`config.mk`:
```
export PLATFORM = sky130hd
export DESIGN_NAME = fieldbus_diag_status_bank
export DESIGN_NICKNAME = d
export VERILOG_FILES = /design/src/fieldbus_diag_pkg.sv /design/src/fieldbus_diag_status_bank.sv /design/src/restart_seq.sv
export SDC_FILE = /design/constraint.sdc
export NUM_CORES = 1
export LEC_CHECK = 0
export CAP_MARGIN = 20
export CORE_UTILIZATION = 45
export CTS_CLUSTER_DIAMETER = 80
export DETAILED_ROUTE_END_ITERATION = 7
export DONT_BUFFER_PORTS = 1
export SYNTH_ARGS = -nofsm -noshare
export SYNTH_HDL_FRONTEND = slang
export SYNTH_SLANG_ARGS = --single-unit
export TNS_END_PERCENT = 5
```
`constraint.sdc`:
```
create_clock -name mclk -period 2.45 [get_ports mclk]
set_clock_uncertainty 0.05 [all_clocks]
set_input_delay 0.245 -clock mclk [delete_from_list [all_inputs] [get_ports mclk]]
set_output_delay 0.245 -clock mclk [all_outputs]
set_load 0.05 [all_outputs]
```
`src/fieldbus_diag_pkg.sv`:
```
package fieldbus_diag_pkg;

   // ************************************************
   // Parameter logic addresses
   // ************************************************
   localparam logic [15:0] ADDR_LAST_ERR = 16'h17A8;
   localparam logic [15:0] ADDR_NMT_STATE = 16'h17A9;
   localparam logic [15:0] ADDR_TX_ERR_CNT = 16'h17AA;
   localparam logic [15:0] ADDR_RX_ERR_CNT = 16'h17AB;
   localparam logic [15:0] ADDR_RESTART = 16'h1BD8;
   localparam logic [15:0] ADDR_TX_OBJ_CNT = 16'h330E;
   localparam logic [15:0] ADDR_RX_OBJ_CNT = 16'h330F;

   // ************************************************
   // Reported state and error codes
   // ************************************************
   localparam logic [15:0] NMT_CODE_BOOT = 16'h0000;
   localparam logic [15:0] NMT_CODE_OPER = 16'h0001;
   localparam logic [15:0] NMT_CODE_STOPPED = 16'h0002;
   localparam logic [15:0] NMT_CODE_PREOP = 16'h0004;

   localparam logic [15:0] ERR_NONE = 16'h0000;
   localparam logic [15:0] ERR_BUS_OFF = 16'h0001;
   localparam logic [15:0] ERR_GUARD = 16'h0002;
   localparam logic [15:0] ERR_OVERRUN = 16'h0003;
   localparam logic [15:0] ERR_HEARTBEAT = 16'h0004;
   localparam logic [15:0] ERR_NMT_CHART = 16'h0005;

   localparam logic [15:0] RESTART_NO = 16'h0000;
   localparam logic [15:0] RESTART_YES = 16'h0001;

   // ************************************************
   // Reset values
   // ************************************************
   localparam logic [15:0] RESET_WORD = 16'h0000;

   // ************************************************
   // Timing
   // ************************************************
   localparam int CLK_HZ = 50_000_000;
   localparam int CLK_NS = 1_000_000_000 / CLK_HZ;
   localparam int RESTART_HOLD_NS = 1000;
   localparam int RESTART_HOLD_CYC = (RESTART_HOLD_NS + CLK_NS - 1) / CLK_NS;
   localparam int HOLD_W = 8;

   // ************************************************
   // Types
   // ************************************************
   typedef enum logic [1:0] {
      NMT_IN_BOOT,
      NMT_IN_OPER,
      NMT_IN_STOPPED,
      NMT_IN_PREOP
   } nmt_in_t;

   typedef enum logic [2:0] {
      RESP_IGNORE,
      RESP_FREEWHEEL,
      RESP_CONFIGURED,
      RESP_DECEL,
      RESP_BRAKING
   } resp_mode_t;

endpackage

```
`src/fieldbus_diag_status_bank.sv`:
```
// Behaviour
// - NMT state reads as 16-bit code 0 boot, 1 oper, 2 stopped, 4 preop.
// - Any NMT state change while motor runs raises the comm-interrupt error.
// - Transmit object count is a read-only 16-bit value.
// - Receive object count is a read-only 16-bit value.
// - Last-error holds newest error code 0..5; 0 after communication start.
// - Bus-off loads error code 1.
// - Node-guarding failure loads error code 2.
// - CAN overrun loads error code 3.
// - Heartbeat failure loads error code 4.
// - Illegal NMT state-chart transition loads error code 5.
// - Receive error counter of the CAN controller mirrored read-only.
// - Transmit error counter of the CAN controller mirrored read-only.
// - Restart command returns to no-restart once restart completes.
// - Restart does fault reset first, then a power-cycle-like sequence.
// - Freewheel mode: comm failure raises comm-interrupt error and coasts motor.
module fieldbus_diag_status_bank (
   // Clock and reset
   input wire logic mclk,
   input wire logic rst,
   // Parameter access by logic address
   input wire logic param_req,
   input wire logic param_we,
   input wire logic [15:0] param_addr,
   input wire logic [15:0] param_wdata,
   output logic [15:0] param_rdata,
   output logic param_ack,
   output logic param_err,
   // Protocol engine
   input wire logic [1:0] nmt_state,
   input wire logic [15:0] tx_pdo_count,
   input wire logic [15:0] rx_pdo_count,
   input wire logic comm_start,
   input wire logic bus_off_event,
   input wire logic overrun_event,
   input wire logic guard_fail_event,
   input wire logic heartbeat_fail_event,
   input wire logic nmt_chart_event,
   input wire logic comm_failure_event,
   input wire logic boot_complete,
   // CAN controller counters
   input wire logic [15:0] can_rx_err_cnt,
   input wire logic [15:0] can_tx_err_cnt,
   // Motor control
   input wire logic motor_running,
   input wire logic [2:0] error_resp_mode,
   // Status and sequence outputs
   output logic comm_interrupt_error,
   output logic coast_stop,
   output logic fault_reset,
   output logic node_reset,
   output logic restart_busy
);

   // ************************************************
   // Register storage
   // ************************************************
   logic [15:0] last_comm_error_code;
   logic [15:0] network_mgmt_state;
   logic [15:0] tx_error_count;
   logic [15:0] rx_error_count;
   logic [15:0] restart_command;
   logic [15:0] tx_object_count;
   logic [15:0] rx_object_count;

   logic [15:0] next_error_code;
   logic [15:0] next_nmt_code;
   logic [1:0] nmt_prev;
   logic nmt_changed;
   logic freewheel_fail;
   logic any_error_event;
   logic addr_hit;
   logic addr_writable;
   logic restart_write;
   logic restart_done;
   logic [15:0] next_rdata;

   // ************************************************
   // Network management state
   // ************************************************
   always_comb begin
      case (fieldbus_diag_pkg::nmt_in_t'(nmt_state))
         fieldbus_diag_pkg::NMT_IN_BOOT: next_nmt_code = fieldbus_diag_pkg::NMT_CODE_BOOT;
         fieldbus_diag_pkg::NMT_IN_OPER: next_nmt_code = fieldbus_diag_pkg::NMT_CODE_OPER;
         fieldbus_diag_pkg::NMT_IN_STOPPED: next_nmt_code = fieldbus_diag_pkg::NMT_CODE_STOPPED;
         fieldbus_diag_pkg::NMT_IN_PREOP: next_nmt_code = fieldbus_diag_pkg::NMT_CODE_PREOP;
         default: next_nmt_code = fieldbus_diag_pkg::NMT_CODE_BOOT;
      endcase
   end

   always_ff @(posedge mclk) begin
      if (rst) begin
         network_mgmt_state <= fieldbus_diag_pkg::NMT_CODE_BOOT;
         nmt_prev <= 2'h0;
      end else begin
         network_mgmt_state <= next_nmt_code;
         nmt_prev <= nmt_state;
      end
   end

   // Previous state seeded to boot so the first post-reset step counts
   assign nmt_changed = (nmt_state != nmt_prev);

   // ************************************************
   // Mirrored counters
   // ************************************************
   // Sampled every cycle; writes never reach these
   always_ff @(posedge mclk) begin
      if (rst) begin
         tx_object_count <= fieldbus_diag_pkg::RESET_WORD;
         rx_object_count <= fieldbus_diag_pkg::RESET_WORD;
      end else begin
         tx_object_count <= tx_pdo_count;
         rx_object_count <= rx_pdo_count;
      end
   end

   always_ff @(posedge mclk) begin
      if (rst) begin
         rx_error_count <= fieldbus_diag_pkg::RESET_WORD;
         tx_error_count <= fieldbus_diag_pkg::RESET_WORD;
      end else begin
         rx_error_count <= can_rx_err_cnt;
         tx_error_count <= can_tx_err_cnt;
      end
   end

   // ************************************************
   // Last communication error
   // ************************************************
   // Simultaneous events: highest code wins, events beat the clear
   always_comb begin
      if (nmt_chart_event) begin
         next_error_code = fieldbus_diag_pkg::ERR_NMT_CHART;
      end else if (heartbeat_fail_event) begin
         next_error_code = fieldbus_diag_pkg::ERR_HEARTBEAT;
      end else if (overrun_event) begin
         next_error_code = fieldbus_diag_pkg::ERR_OVERRUN;
      end else if (guard_fail_event) begin
         next_error_code = fieldbus_diag_pkg::ERR_GUARD;
      end else if (bus_off_event) begin
         next_error_code = fieldbus_diag_pkg::ERR_BUS_OFF;
      end else begin
         next_error_code = fieldbus_diag_pkg::ERR_NONE;
      end
   end

   assign any_error_event = nmt_chart_event || heartbeat_fail_event ||
                            overrun_event || guard_fail_event || bus_off_event;

   always_ff @(posedge mclk) begin
      if (rst) begin
         last_comm_error_code <= fieldbus_diag_pkg::ERR_NONE;
      end else if (any_error_event) begin
         last_comm_error_code <= next_error_code;
      end else if (comm_start) begin
         last_comm_error_code <= fieldbus_diag_pkg::ERR_NONE;
      end
   end

   // ************************************************
   // Communication interrupt error and coast stop
   // ************************************************
   assign freewheel_fail = comm_failure_event &&
      (error_resp_mode == fieldbus_diag_pkg::RESP_FREEWHEEL);

   // Latched until the fault reset of a restart; a new cause wins
   always_ff @(posedge mclk) begin
      if (rst) begin
         comm_interrupt_error <= 1'b0;
      end else if ((motor_running && nmt_changed) || freewheel_fail) begin
         comm_interrupt_error <= 1'b1;
      end else if (fault_reset) begin
         comm_interrupt_error <= 1'b0;
      end
   end

   always_ff @(posedge mclk) begin
      if (rst) begin
         coast_stop <= 1'b0;
      end else if (freewheel_fail) begin
         coast_stop <= 1'b1;
      end else if (fault_reset) begin
         coast_stop <= 1'b0;
      end
   end

   // ************************************************
   // Parameter access
   // ************************************************
   always_comb begin
      addr_hit = 1'b1;
      addr_writable = 1'b0;
      next_rdata = 16'h0000;
      case (param_addr)
         fieldbus_diag_pkg::ADDR_LAST_ERR: next_rdata = last_comm_error_code;
         fieldbus_diag_pkg::ADDR_NMT_STATE: next_rdata = network_mgmt_state;
         fieldbus_diag_pkg::ADDR_TX_ERR_CNT: next_rdata = tx_error_count;
         fieldbus_diag_pkg::ADDR_RX_ERR_CNT: next_rdata = rx_error_count;
         fieldbus_diag_pkg::ADDR_TX_OBJ_CNT: next_rdata = tx_object_count;
         fieldbus_diag_pkg::ADDR_RX_OBJ_CNT: next_rdata = rx_object_count;
         fieldbus_diag_pkg::ADDR_RESTART: begin
            next_rdata = restart_command;
            addr_writable = 1'b1;
         end
         default: addr_hit = 1'b0;
      endcase
   end

   // Only the restart word is writable; others refuse with an error
   assign restart_write = param_req && param_we && addr_writable;

   always_ff @(posedge mclk) begin
      if (rst) begin
         param_ack <= 1'b0;
         param_err <= 1'b0;
         param_rdata <= 16'h0000;
      end else begin
         param_ack <= param_req;
         param_err <= param_req && (!addr_hit || (param_we && !addr_writable));
         if (param_req && !param_we) begin
            param_rdata <= next_rdata;
         end
      end
   end

   // ************************************************
   // Product restart
   // ************************************************
   // A second yes while busy is absorbed; no cannot abort a restart
   always_ff @(posedge mclk) begin
      if (rst) begin
         restart_command <= fieldbus_diag_pkg::RESTART_NO;
      end else if (restart_done) begin
         restart_command <= fieldbus_diag_pkg::RESTART_NO;
      end else if (restart_write && !restart_busy &&
                   param_wdata == fieldbus_diag_pkg::RESTART_YES) begin
         restart_command <= fieldbus_diag_pkg::RESTART_YES;
      end
   end

   restart_seq u_restart_seq (
      .mclk(mclk),
      .rst(rst),
      .start(restart_command == fieldbus_diag_pkg::RESTART_YES && !restart_busy && !restart_done),
      .boot_complete(boot_complete),
      .fault_reset(fault_reset),
      .node_reset(node_reset),
      .busy(restart_busy),
      .done(restart_done)
   );
endmodule

```
`src/restart_seq.sv`:
```
module restart_seq (
   // Clock and reset
   input wire logic mclk,
   input wire logic rst,
   // Control
   input wire logic start,
   input wire logic boot_complete,
   // Sequence outputs
   output logic fault_reset,
   output logic node_reset,
   output logic busy,
   output logic done
);

   typedef enum logic [1:0] {
      SEQ_IDLE,
      SEQ_FAULT_RST,
      SEQ_HOLD,
      SEQ_WAIT_BOOT
   } seq_state_t;

   seq_state_t state;
   logic [fieldbus_diag_pkg::HOLD_W-1:0] hold_cnt;

   localparam logic [fieldbus_diag_pkg::HOLD_W-1:0] HOLD_LAST =
      fieldbus_diag_pkg::HOLD_W'(fieldbus_diag_pkg::RESTART_HOLD_CYC - 1);

   // Fault reset first, then a power-cycle-like hold, then reboot
   always_ff @(posedge mclk) begin
      if (rst) begin
         state <= SEQ_IDLE;
      end else begin
         case (state)
            SEQ_IDLE: begin
               if (start) begin
                  state <= SEQ_FAULT_RST;
               end
            end
            SEQ_FAULT_RST: begin
               state <= SEQ_HOLD;
            end
            SEQ_HOLD: begin
               if (hold_cnt == HOLD_LAST) begin
                  state <= SEQ_WAIT_BOOT;
               end
            end
            SEQ_WAIT_BOOT: begin
               if (boot_complete) begin
                  state <= SEQ_IDLE;
               end
            end
            default: begin
               state <= SEQ_IDLE;
            end
         endcase
      end
   end

   always_ff @(posedge mclk) begin
      if (rst || state != SEQ_HOLD) begin
         hold_cnt <= '0;
      end else begin
         hold_cnt <= hold_cnt + 1'b1;
      end
   end

   always_ff @(posedge mclk) begin
      if (rst) begin
         fault_reset <= 1'b0;
         node_reset <= 1'b0;
         done <= 1'b0;
      end else begin
         fault_reset <= (state == SEQ_IDLE) && start;
         node_reset <= (state == SEQ_FAULT_RST) ||
                       ((state == SEQ_HOLD) && (hold_cnt != HOLD_LAST));
         done <= (state == SEQ_WAIT_BOOT) && boot_complete;
      end
   end

   assign busy = (state != SEQ_IDLE);

endmodule

```
==> results of run 1 <==
## cells in the mapped netlist, types with 2 or more instances
| library cell | n |
|---|---|
| nand4b_1 | 4 |
| xor2_1 | 7 |
| a222oi_1 | 5 |
| mux4_2 | 2 |
| nand4_1 | 2 |
| a21oi_1 | 13 |
| a211oi_1 | 4 |
| nand3_1 | 5 |
| o21ai_2 | 2 |
| inv_1 | 7 |
| a22oi_1 | 4 |
| buf_2 | 2 |
| clkbuf_1 | 14 |
| ha_1 | 7 |
| nand2_1 | 21 |
| nor3_1 | 4 |
| nor2b_1 | 70 |
| o21ai_1 | 13 |
| o21ai_0 | 4 |
| dfxtp_1 | 106 |
| nand2b_1 | 6 |
| mux2i_1 | 2 |
| or4_1 | 2 |
| mux2_2 | 16 |
| nor2_1 | 19 |
| nor4_2 | 3 |
| a22o_1 | 8 |
| nor4_1 | 4 |
| nand4bb_1 | 3 |
## critical path, cell delays in order, from the launching register on
cell and delay (ps):
dfxtp_1 350, inv_1 100, ha_1 190, inv_1 70
nor4_2 150, nand4_1 110, or4_1 410, dlygate4sd3_1 580
a211oi_1 220
## layout make-up
type	instances	area share [%]
inverters	7	0.522
repair buffers	82	16.4
flip-flops and latches	106	42.2
clock inverters	6	1.49
multi-input cells	245	34.4
well taps	105	2.61
clock buffers	9	2.46
## registers in the layout, summed over array words and instances (netlist names), 2 cells and up
name / cells
network_mgmt_state: 3
rx_object_count: 16
nmt_prev: 2
rx_error_count: 16
tx_object_count: 16
tx_error_count: 16
u_restart_seq.state: 2
u_restart_seq.hold_cnt: 8
param_rdata: 16
last_comm_error_code: 3
## path summary, 6_finish.rpt
check	endpoint	slack, ps	cells past startpoint
worst max-delay path	restart_command[0]$_SDFFE_PP0P_	140	8
worst min-delay path	last_comm_error_code[2]$_SDFFE_PP0P_	40	3
worst max register to register	restart_command[0]$_SDFFE_PP0P_	140	8
worst min register to register	restart_command[0]$_SDFFE_PP0P_	410	1
## per-stage QoR
stage | utilization (%) | hold WS, ps | power (mW) | instances | worst slack, ps
global route | 60.3 | 37.2 | 3.45 | 560 | 40.3
finish | 60.3 | 37.8 | 3.31 | 560 | 139
CTS | 60.3 | 21.8 | 3.34 | 560 | 47.8
global placement | 48.5 | 273 | 2.14 | 469 | 445
detailed placement | 48.5 | 272 | 2.15 | 469 | 386
floorplan | - | 267 | 2.12 | 376 | 376
## kinds of logic (layout without fill, tap and decap cells)
kind of cell / count (synthesis) / in the layout / synth area share, %
buf+inv: 25 / 104 / 2.63
xor+xnor: 8 / 8 / 1.78
simple gates: 155 / 155 / 24.1
compound gates: 55 / 55 / 9.21
fa+ha+maj: 7 / 7 / 2.22
flops: 106 / 106 / 53.8
mux: 20 / 20 / 6.22
## power groups by stage
stage | sequential (mW) | combinational [mW] | clock [mW]
after floorplan | 1.90 | 0.220 | 0
after global placement | 1.90 | 0.241 | 0
after detailed placement | 1.90 | 0.244 | 0
after CTS | 1.86 | 0.361 | 1.11
after global routing | 1.87 | 0.401 | 1.17
final | 1.86 | 0.365 | 1.08
## layer usage
layer	part of all wire, %	global-route usage (%)
met3	5.5	5.90
met4	1.2	5.97
met2	50	33.5
met1	44	22.5
met5	0	0
## repair_timing
action	in CTS	in global routing
hold buffers	76	0
gates resized for setup	0	2
endpoints found under the hold margin	83	0
setup endpoints to repair	0	1
==> flow_summary.json, run 1 <==
{
  "outcome": "finished, final reports clean",
  "crit_path_max_fanout": 4,
  "route.vias.total": 2833,
  "timing.critical_path.to_type": "flop",
  "fin_nets": 572,
  "cts_root_buf": "clkbuf_8",
  "drt-total-wl_um": 8700,
  "sequential_share_of_power_pct": 56.4,
  "synth.largest_area_cell": "dfxtp_1",
  "yosysUniqueCellTypes": 46,
  "diodes": 0,
  "irDropWorstVdd_v": 0.000340,
  "synth_edf_count": 0,
  "tightest_slew_ps": 1020,
  "holdCritStartpoint": "comm_start",
  "clock_sink_count": 106,
  "fp.dieW_um": 95.6,
  "mostFrequentLayoutCell": "dfxtp_1",
  "final.min_clock_period_ps": 2310,
  "postCtsSetupBuffers": 0,
  "post-route-cell-area_um2": 5030,
  "cts-buffers-inserted": 9,
  "grt_pass1_wl_um": 13200,
  "criticalPathCategory": "flop to flop",
  "timing.final.setup_violations": 0,
  "die_height_um": 95.6,
  "drt_initial_violations": 60,
  "drive_gt1_share_pct": 11.4,
  "synth-seq-area-share_pct": 53.8,
  "leakage_nw": 1.89,
  "seq_area_um2": 2120,
  "maxCapViolCount": 0,
  "mappedNetlistArea_um2": 3940,
  "async_flop_share_pct": 0,
  "fp-row-count": 33,
  "global_route.overflow_total": 0,
  "path_clk_slew_ps": 100,
  "io_pins": 137,
  "postSynthAreaPerCell_um2": 10.5,
  "core_area_um2": 8340,
  "first_global_vias": 2853,
  "setup-tns-final_ps": 0,
  "yosysTopAreaCellShare_pct": 53.8,
  "ctsLongestPathBuffers": 2,
  "rsz0062_at_grt": "false",
  "syn_inst": 376,
  "crit_path_start": "u_restart_seq.state[1]$_SDFFE_PP0P_",
  "area_growth_pct": 27.7,
  "power_density_nw_per_um2": 658,
  "globalplace.congestion": 0.700,
  "worstPathRequired_ps": 2680,
  "share_clk_of_total_power_pct": 32.6,
  "dominantRegCellSynth": "dfxtp_1",
  "port_buffer_count": 0,
  "routed_wire_length_per_instance_um": 15.5,
  "grtUsageTotal_pct": 19.2,
  "synth-seq-cells": 106,
  "power_frac_comb_pct": 11.0,
  "antenna_found_initial": 0,
  "p_int_mw": 2.48,
  "hold_class": "input pin to flop",
  "insertion_delay_ps": 360,
  "switchingPower_mw": 0.825,
  "setup.worst_path.start_class": "flop",
  "dp.final_hpwl_um": 5320,
  "post_dp_area_um2": 4050,
  "drt-vias-per-instance": 5.06,
  "detail-route-antenna-nets": 0,
  "drc": 0,
  "multiInputGateArea_um2": 1730,
  "most-common-layout-cells": "106 x dfxtp_1, 75 x dlygate4sd3_1, 70 x nor2b_1",
  "detailedRoute.firstPassIterationCount": 5,
  "finalHoldViolCount": 0,
  "fill_cells": 728,
  "worst_r2r_startpoint": "u_restart_seq.state[1]$_SDFFE_PP0P_",
  "relSlewSlack_pct": 31.6,
  "worst_ep_arrival_time_ps": 2540,
  "synth.top_cells.by_area": "dfxtp_1 54%, nor2b_1 11%, mux2_2 4.6%, ha_1 2.2%, nand2_1 2.0%",
  "synth.yosys.warnings": 0,
  "syn_nets": 497,
  "start_util_pct": 47.3,
  "htreeDepth": 3,
  "pin_count_of_the_biggest_net_entering_global_routing": 80,
  "maxClockFrequency_mhz": 433,
  "fp.dieArea_um2": 9140,
  "slew_viol_final": 0,
  "finalCritPeriodShare_pct": 94.3,
  "p_sw_share_pct": 24.9,
  "tritoncts": "done"
}
Power figures use the tool's default switching activity.
==> run 2, diff against run 1 <==
--- a/config.mk
+++ b/config.mk
@@ -6,6 +6,7 @@
 export NUM_CORES = 1
 export LEC_CHECK = 0
 export CAP_MARGIN = 20
+export CORE_ASPECT_RATIO = 0.75
 export CORE_UTILIZATION = 45
 export CTS_CLUSTER_DIAMETER = 80
 export DETAILED_ROUTE_END_ITERATION = 7
==> run 2 against run 1 <==
  * Total power up 9.4%
  * Core utilization down 2.9 points
  * First-iteration DRC count rose to 3.0 times the previous value
  * Largest power group unchanged
  * Combinational power down 9.3%
==> flow_summary.json, run 2 (same netlist as run 1, synthesis figures left out) <==
{
  "cts_root_buf": "clkbuf_16",
  "irDropWorstVdd_v": 0.000548,
  "detail-route-antenna-nets": 0,
  "most-common-layout-cells": "106 x dfxtp_1, 70 x nor2b_1, 50 x dlygate4sd3_1",
  "insertion_delay_ps": 340,
  "outcome": "finished, final reports clean",
  "slew_viol_final": 0,
  "routed_wire_length_per_instance_um": 15.8,
  "route.vias.total": 2776,
  "worstPathRequired_ps": 2660,
  "fp-row-count": 29,
  "global_route.overflow_total": 0,
  "globalplace.congestion": 0.729,
  "tightest_slew_ps": 566,
  "hold_class": "input pin to flop",
  "rsz0062_at_grt": "false",
  "criticalPathCategory": "flop to flop",
  "mostFrequentLayoutCell": "dfxtp_1",
  "drt-vias-per-instance": 5.15,
  "drc": 0,
  "drive_gt1_share_pct": 11.2,
  "finalHoldViolCount": 0,
  "timing.final.setup_violations": 0,
  "crit_path_max_fanout": 4,
  "post_cts_resize_count": 0,
  "ctsLongestPathBuffers": 2,
  "path_clk_slew_ps": 70,
  "post-route-cell-area_um2": 4880,
  "fin_nets": 546,
  "drt-total-wl_um": 8490,
  "clock_sink_count": 106,
  "grtUsageTotal_pct": 19.1,
  "antenna_found_initial": 1,
  "leakage_nw": 1.81,
  "start_util_pct": 46.4,
  "fp.dieW_um": 110,
  "grt_pass1_wl_um": 12800,
  "drt_initial_violations": 179,
  "port_buffer_count": 0,
  "relSlewSlack_pct": 62.2,
  "die_height_um": 83.1,
  "detailedRoute.firstPassIterationCount": 8,
  "final.min_clock_period_ps": 1870,
  "fp.dieArea_um2": 9140,
  "pin_count_of_the_biggest_net_entering_global_routing": 79,
  "cts-buffers-inserted": 9,
  "setup.worst_path.start_class": "flop",
  "area_growth_pct": 23.7,
  "dp.final_hpwl_um": 5810,
  "core_area_um2": 8490,
  "post_dp_area_um2": 4050,
  "timing.critical_path.to_type": "flop",
  "worst_ep_arrival_time_ps": 2080,
  "io_pins": 137,
  "tritoncts": "done",
  "finalCritPeriodShare_pct": 76.4,
  "maxClockFrequency_mhz": 534,
  "setup-tns-final_ps": 0,
  "htreeDepth": 3,
  "maxCapViolCount": 0,
  "power_density_nw_per_um2": 742,
  "first_global_vias": 2506
}
==> run 2: final timing paths <==
check	cells past startpoint	to	start	slack, ps
max	7	restart_command[0]$_SDFFE_PP0P_	u_restart_seq.state[0]$_SDFFE_PP0P_	580
min reg2reg	1	restart_command[0]$_SDFFE_PP0P_	u_restart_seq.done$_SDFF_PP0_	390
min	1	rx_error_count[0]$_SDFF_PP0_	can_rx_err_cnt[0]	4
max reg2reg	7	restart_command[0]$_SDFFE_PP0P_	u_restart_seq.state[0]$_SDFFE_PP0P_	580
==> run 2: per-layer routing <==
metal | up-vias | GRT usage, % | share of wire (%)
met2 | 104 | 25.6 | 41
met5 | - | 0 | 0
met3 | 10 | 5.81 | 6.9
met4 | 0 | 5.09 | 0.47
li1 | 1387 | - | -
met1 | 1275 | 29.3 | 52
==> run 2: through the flow <==
stage / power (mW) / cells / hold WS, ps / setup WS (ps) / utilization [%]
after detailed placement: 2.15 / 471 / 272 / 313 / 47.7
final: 3.62 / 539 / 4.35 / 577 / 57.4
after global routing: 3.77 / 539 / 2.93 / 424 / 57.4
after global placement: 2.15 / 471 / 269 / 365 / 47.7
after floorplan: 2.12 / 376 / 267 / 376 / -
after CTS: 3.65 / 536 / 0.607 / 583 / 57.2
==> run 2: timing repair <==
item | 4_1_cts | 5_1_grt
hold buffers | 49 | 2
endpoints found under the hold margin | 81 | 2
setup buffers | 0 | 0
==> run 2: worst max-delay path, stage by stage, from the launching register on <==
cell and delay [ps]:
dfxtp_1 340, inv_1 130, ha_1 170, inv_1 50, nor4_1 290, nand4_1 130
or4_1 420, a211oi_1 220
==> run 2: cell type report <==
| cell class | count | area, um^2 |
|---|---|---|
| fillers | 717 | 3610 |
| flip-flops and latches | 106 | 2120 |
| multi-input cells | 245 | 1720 |
| repair buffers | 56 | 578 |
| clock buffers | 12 | 246 |
| well taps | 108 | 135 |
| clock inverters | 4 | 51.3 |
| inverters | 7 | 26.3 |
| diodes | 1 | 2.50 |
==> run 2: power breakdown <==
| group | switching, mW | internal [mW] | total, mW |
|---|---|---|---|
| registers | 0.0614 | 1.80 | 1.87 |
| clock network | 0.600 | 0.821 | 1.42 |
| logic | 0.160 | 0.171 | 0.331 |
==> run 3, diff against run 2 <==
--- a/config.mk
+++ b/config.mk
@@ -5,6 +5,7 @@
 export SDC_FILE = /design/constraint.sdc
 export NUM_CORES = 1
 export LEC_CHECK = 0
+export ABC_AREA = 1
 export CAP_MARGIN = 20
 export CORE_ASPECT_RATIO = 0.75
 export CORE_UTILIZATION = 45
==> constraint.sdc (replaced) <==
create_clock -name mclk -period 1.65 [get_ports mclk]
set_clock_uncertainty 0.05 [all_clocks]
set_input_delay 0.165 -clock mclk [delete_from_list [all_inputs] [get_ports mclk]]
set_output_delay 0.165 -clock mclk [all_outputs]
set_load 0.05 [all_outputs]
==> run 3 against run 2 <==
  * Via count up 42%
  * Combinational power rose by 9.7%
  * Sequential share of layout area fell by 6.7 points
  * Synthesized cell count is 57% higher
  * Core utilization rose by 5.3 points
  * Register-to-register slack worse by 460 ps
  * Hold slack improved by 18 ps
  * Critical path depth up 2
  * Final area increased by 18%
  * First-iteration DRC count is 23% higher
  * Sequential power increased by 44%
  * Setup slack got worse by 540 ps
  * Critical endpoint is now param_rdata[14]$_SDFFE_PP0P_
  * Highest routed layer unchanged
==> flow_summary.json, run 3 <==
{
  "outcome": "finished, final reports clean",
  "drc": 0,
  "synth.top_cells.by_area": "dfxtp_1 49%, nor2_1 9.7%, inv_1 8.1%, nand2_1 7.8%, nand3_1 7.4%",
  "drt-total-wl_um": 11000,
  "final.min_clock_period_ps": 1620,
  "grtUsageTotal_pct": 23.0,
  "timing.critical_path.to_type": "flop",
  "first_global_vias": 3789,
  "finalHoldViolCount": 0,
  "cpPeakStageDelay_ps": 560,
  "preCtsSetupSlack_ps": 112,
  "insertion_delay_ps": 340,
  "utilization_pct": 62.7,
  "dominantRegCellSynth": "dfxtp_1",
  "seq_area_um2": 2120,
  "fin_nets": 806,
  "slew_viol_final": 0,
  "grt_pass1_wl_um": 17500,
  "drt-vias-per-instance": 4.80,
  "synth.largest_area_cell": "dfxtp_1",
  "tritoncts": "done",
  "cts-buffers-inserted": 9,
  "detailedRoute.firstPassIterationCount": 4,
  "final.hold.worst_slack_ps": 22.0,
  "io_pins": 137,
  "finalCritPeriodShare_pct": 98.0,
  "pin_count_of_the_biggest_net_entering_global_routing": 65,
  "port_buffer_count": 0,
  "fill_cells": 798,
  "maxCapViolCount": 0,
  "antenna_found_initial": 0,
  "setup.worst_path.start_class": "input pin",
  "drive_gt1_share_pct": 10.0,
  "drt_initial_violations": 220,
  "tightest_slew_ps": 564,
  "global_route.overflow_total": 0,
  "die_height_um": 87.2,
  "worst_ep_arrival_time_ps": 1850,
  "fp-row-count": 30,
  "synth-seq-area-share_pct": 48.8,
  "relSlewSlack_pct": 62.3,
  "clock_sink_count": 106,
  "crit_path_top_delay_cell": "dlygate4sd3_1",
  "async_flop_share_pct": 0,
  "crit_path_cell_trace": "nor2_4 > nand2_2 > nor2_4 > buf_4 > nand3_1 > nand4_1 > nand2_1 > a21oi_1 > dlygate4sd3_1",
  "ctsLongestPathBuffers": 2,
  "crit_path_max_fanout": 9,
  "yosysTopAreaCellShare_pct": 48.8,
  "multiInputGateArea_um2": 1760,
  "criticalPathCategory": "input pin to flop",
  "htreeDepth": 3,
  "core_area_um2": 9200,
  "leakage_nw": 2.68,
  "detail-route-antenna-nets": 0,
  "diodes": 0,
  "power_density_nw_per_um2": 885,
  "synth_edf_count": 0,
  "post_dp_area_um2": 4550,
  "setup_ws_ps": 32.8,
  "path_clk_slew_ps": 70,
  "yosysUniqueCellTypes": 32,
  "mappedNetlistArea_um2": 4350,
  "synth.yosys.warnings": 0,
  "synth.most_common_cell": "nor2_1",
  "irDropWorstVdd_v": 0.000625,
  "timing.final.setup_violations": 0,
  "area_growth_pct": 32.6,
  "routed_wire_length_per_instance_um": 13.4,
  "timing.critical_path.mode_cell": "nor2_4",
  "route.vias.total": 3929,
  "globalplace.congestion": 0.828,
  "dp.final_hpwl_um": 7010,
  "worstPathRequired_ps": 1880,
  "fp.dieW_um": 116,
  "ys_top_cells_by_count": "113 x nor2_1, 106 x dfxtp_1, 94 x inv_1, 90 x nand2_1, 64 x nand3_1",
  "hold_class": "input pin to flop",
  "postSynthAreaPerCell_um2": 7.37,
  "syn_nets": 711,
  "mostFrequentLayoutCell": "nor2_1",
  "start_util_pct": 47.3,
  "syn_inst": 590,
  "synth-seq-cells": 106,
  "fp.dieArea_um2": 10100,
  "post-route-cell-area_um2": 5770,
  "most-common-layout-cells": "112 x nor2_1, 105 x dfxtp_1, 93 x inv_1",
  "maxClockFrequency_mhz": 618,
  "cts_root_buf": "clkbuf_16"
}
run 3: critical path: cells and delay by family:
kind            cells  cell delay [ps]
buf+inv             2              810
compound gates      1              120
simple gates        6              740
run 3: repair_timing:
action                                  4_1_cts  5_1_grt
hold endpoints to repair                     98        0
buffers inserted                              0        4
hold buffers                                 81        0
endpoints found under the setup margin        0        3
gates resized for setup                       0       11
run 3: kinds of logic (layout without fill, tap and decap cells):
logic type | count (synthesis) | count (layout) | synth area share, %
fa+ha+maj | 7 | 7 | 2.01
compound gates | 39 | 39 | 4.98
buf+inv | 123 | 223 | 11.3
flops | 106 | 106 | 48.8
simple gates | 311 | 311 | 32.2
xor+xnor | 4 | 4 | 0.805
run 3: per-layer routing:
layer | GRT usage [%] | up-vias | wire length (um)
met1 | 28.2 | 1787 | 4980
li1 | - | 2008 | -
met3 | 7.31 | 7 | 861
met4 | 6.61 | 0 | 65
met2 | 38.8 | 127 | 5080
met5 | 0 | - | 0
run 3: final timing paths:
check | startpoint | depth (start not counted) | endpoint | slack [ps]
worst max register to register | coast_stop$_SDFFE_PP0P_ | 3 | coast_stop$_SDFFE_PP0P_ | 120
worst min-delay path | heartbeat_fail_event | 4 | last_comm_error_code[2]$_SDFFE_PP0P_ | 20
worst max-delay path | param_addr[4] | 9 | param_rdata[14]$_SDFFE_PP0P_ | 30
worst min register to register | u_restart_seq.done$_SDFF_PP0_ | 1 | u_restart_seq.fault_reset$_SDFF_PP0_ | 420
run 3: power breakdown:
| group | switching (mW) | leakage [nW] | internal, mW |
|---|---|---|---|
| clock | 0.919 | 0.145 | 1.12 |
| sequential | 0.0417 | 0.875 | 2.66 |
| combinational | 0.171 | 1.66 | 0.192 |
| total | 1.13 | 2.68 | 3.97 |
run 3: per-stage QoR:
step                      power (mW)  std cells  setup TNS, ps
after floorplan                 2.92        590              0
after global placement          2.94        715              0
after detailed placement        2.94        715              0
after CTS                       5.15        812              0
after global routing            5.31        818          -6.25
final                           5.10        818              0
run 3: cell type report:
class	instances	area share, %
clock buffer	12	4.45
clock inverter	4	0.586
inverter	101	6.57
multi-input combinational	361	30.5
sequential	106	36.8
tap	128	2.78
timing repair buffer	106	18.3
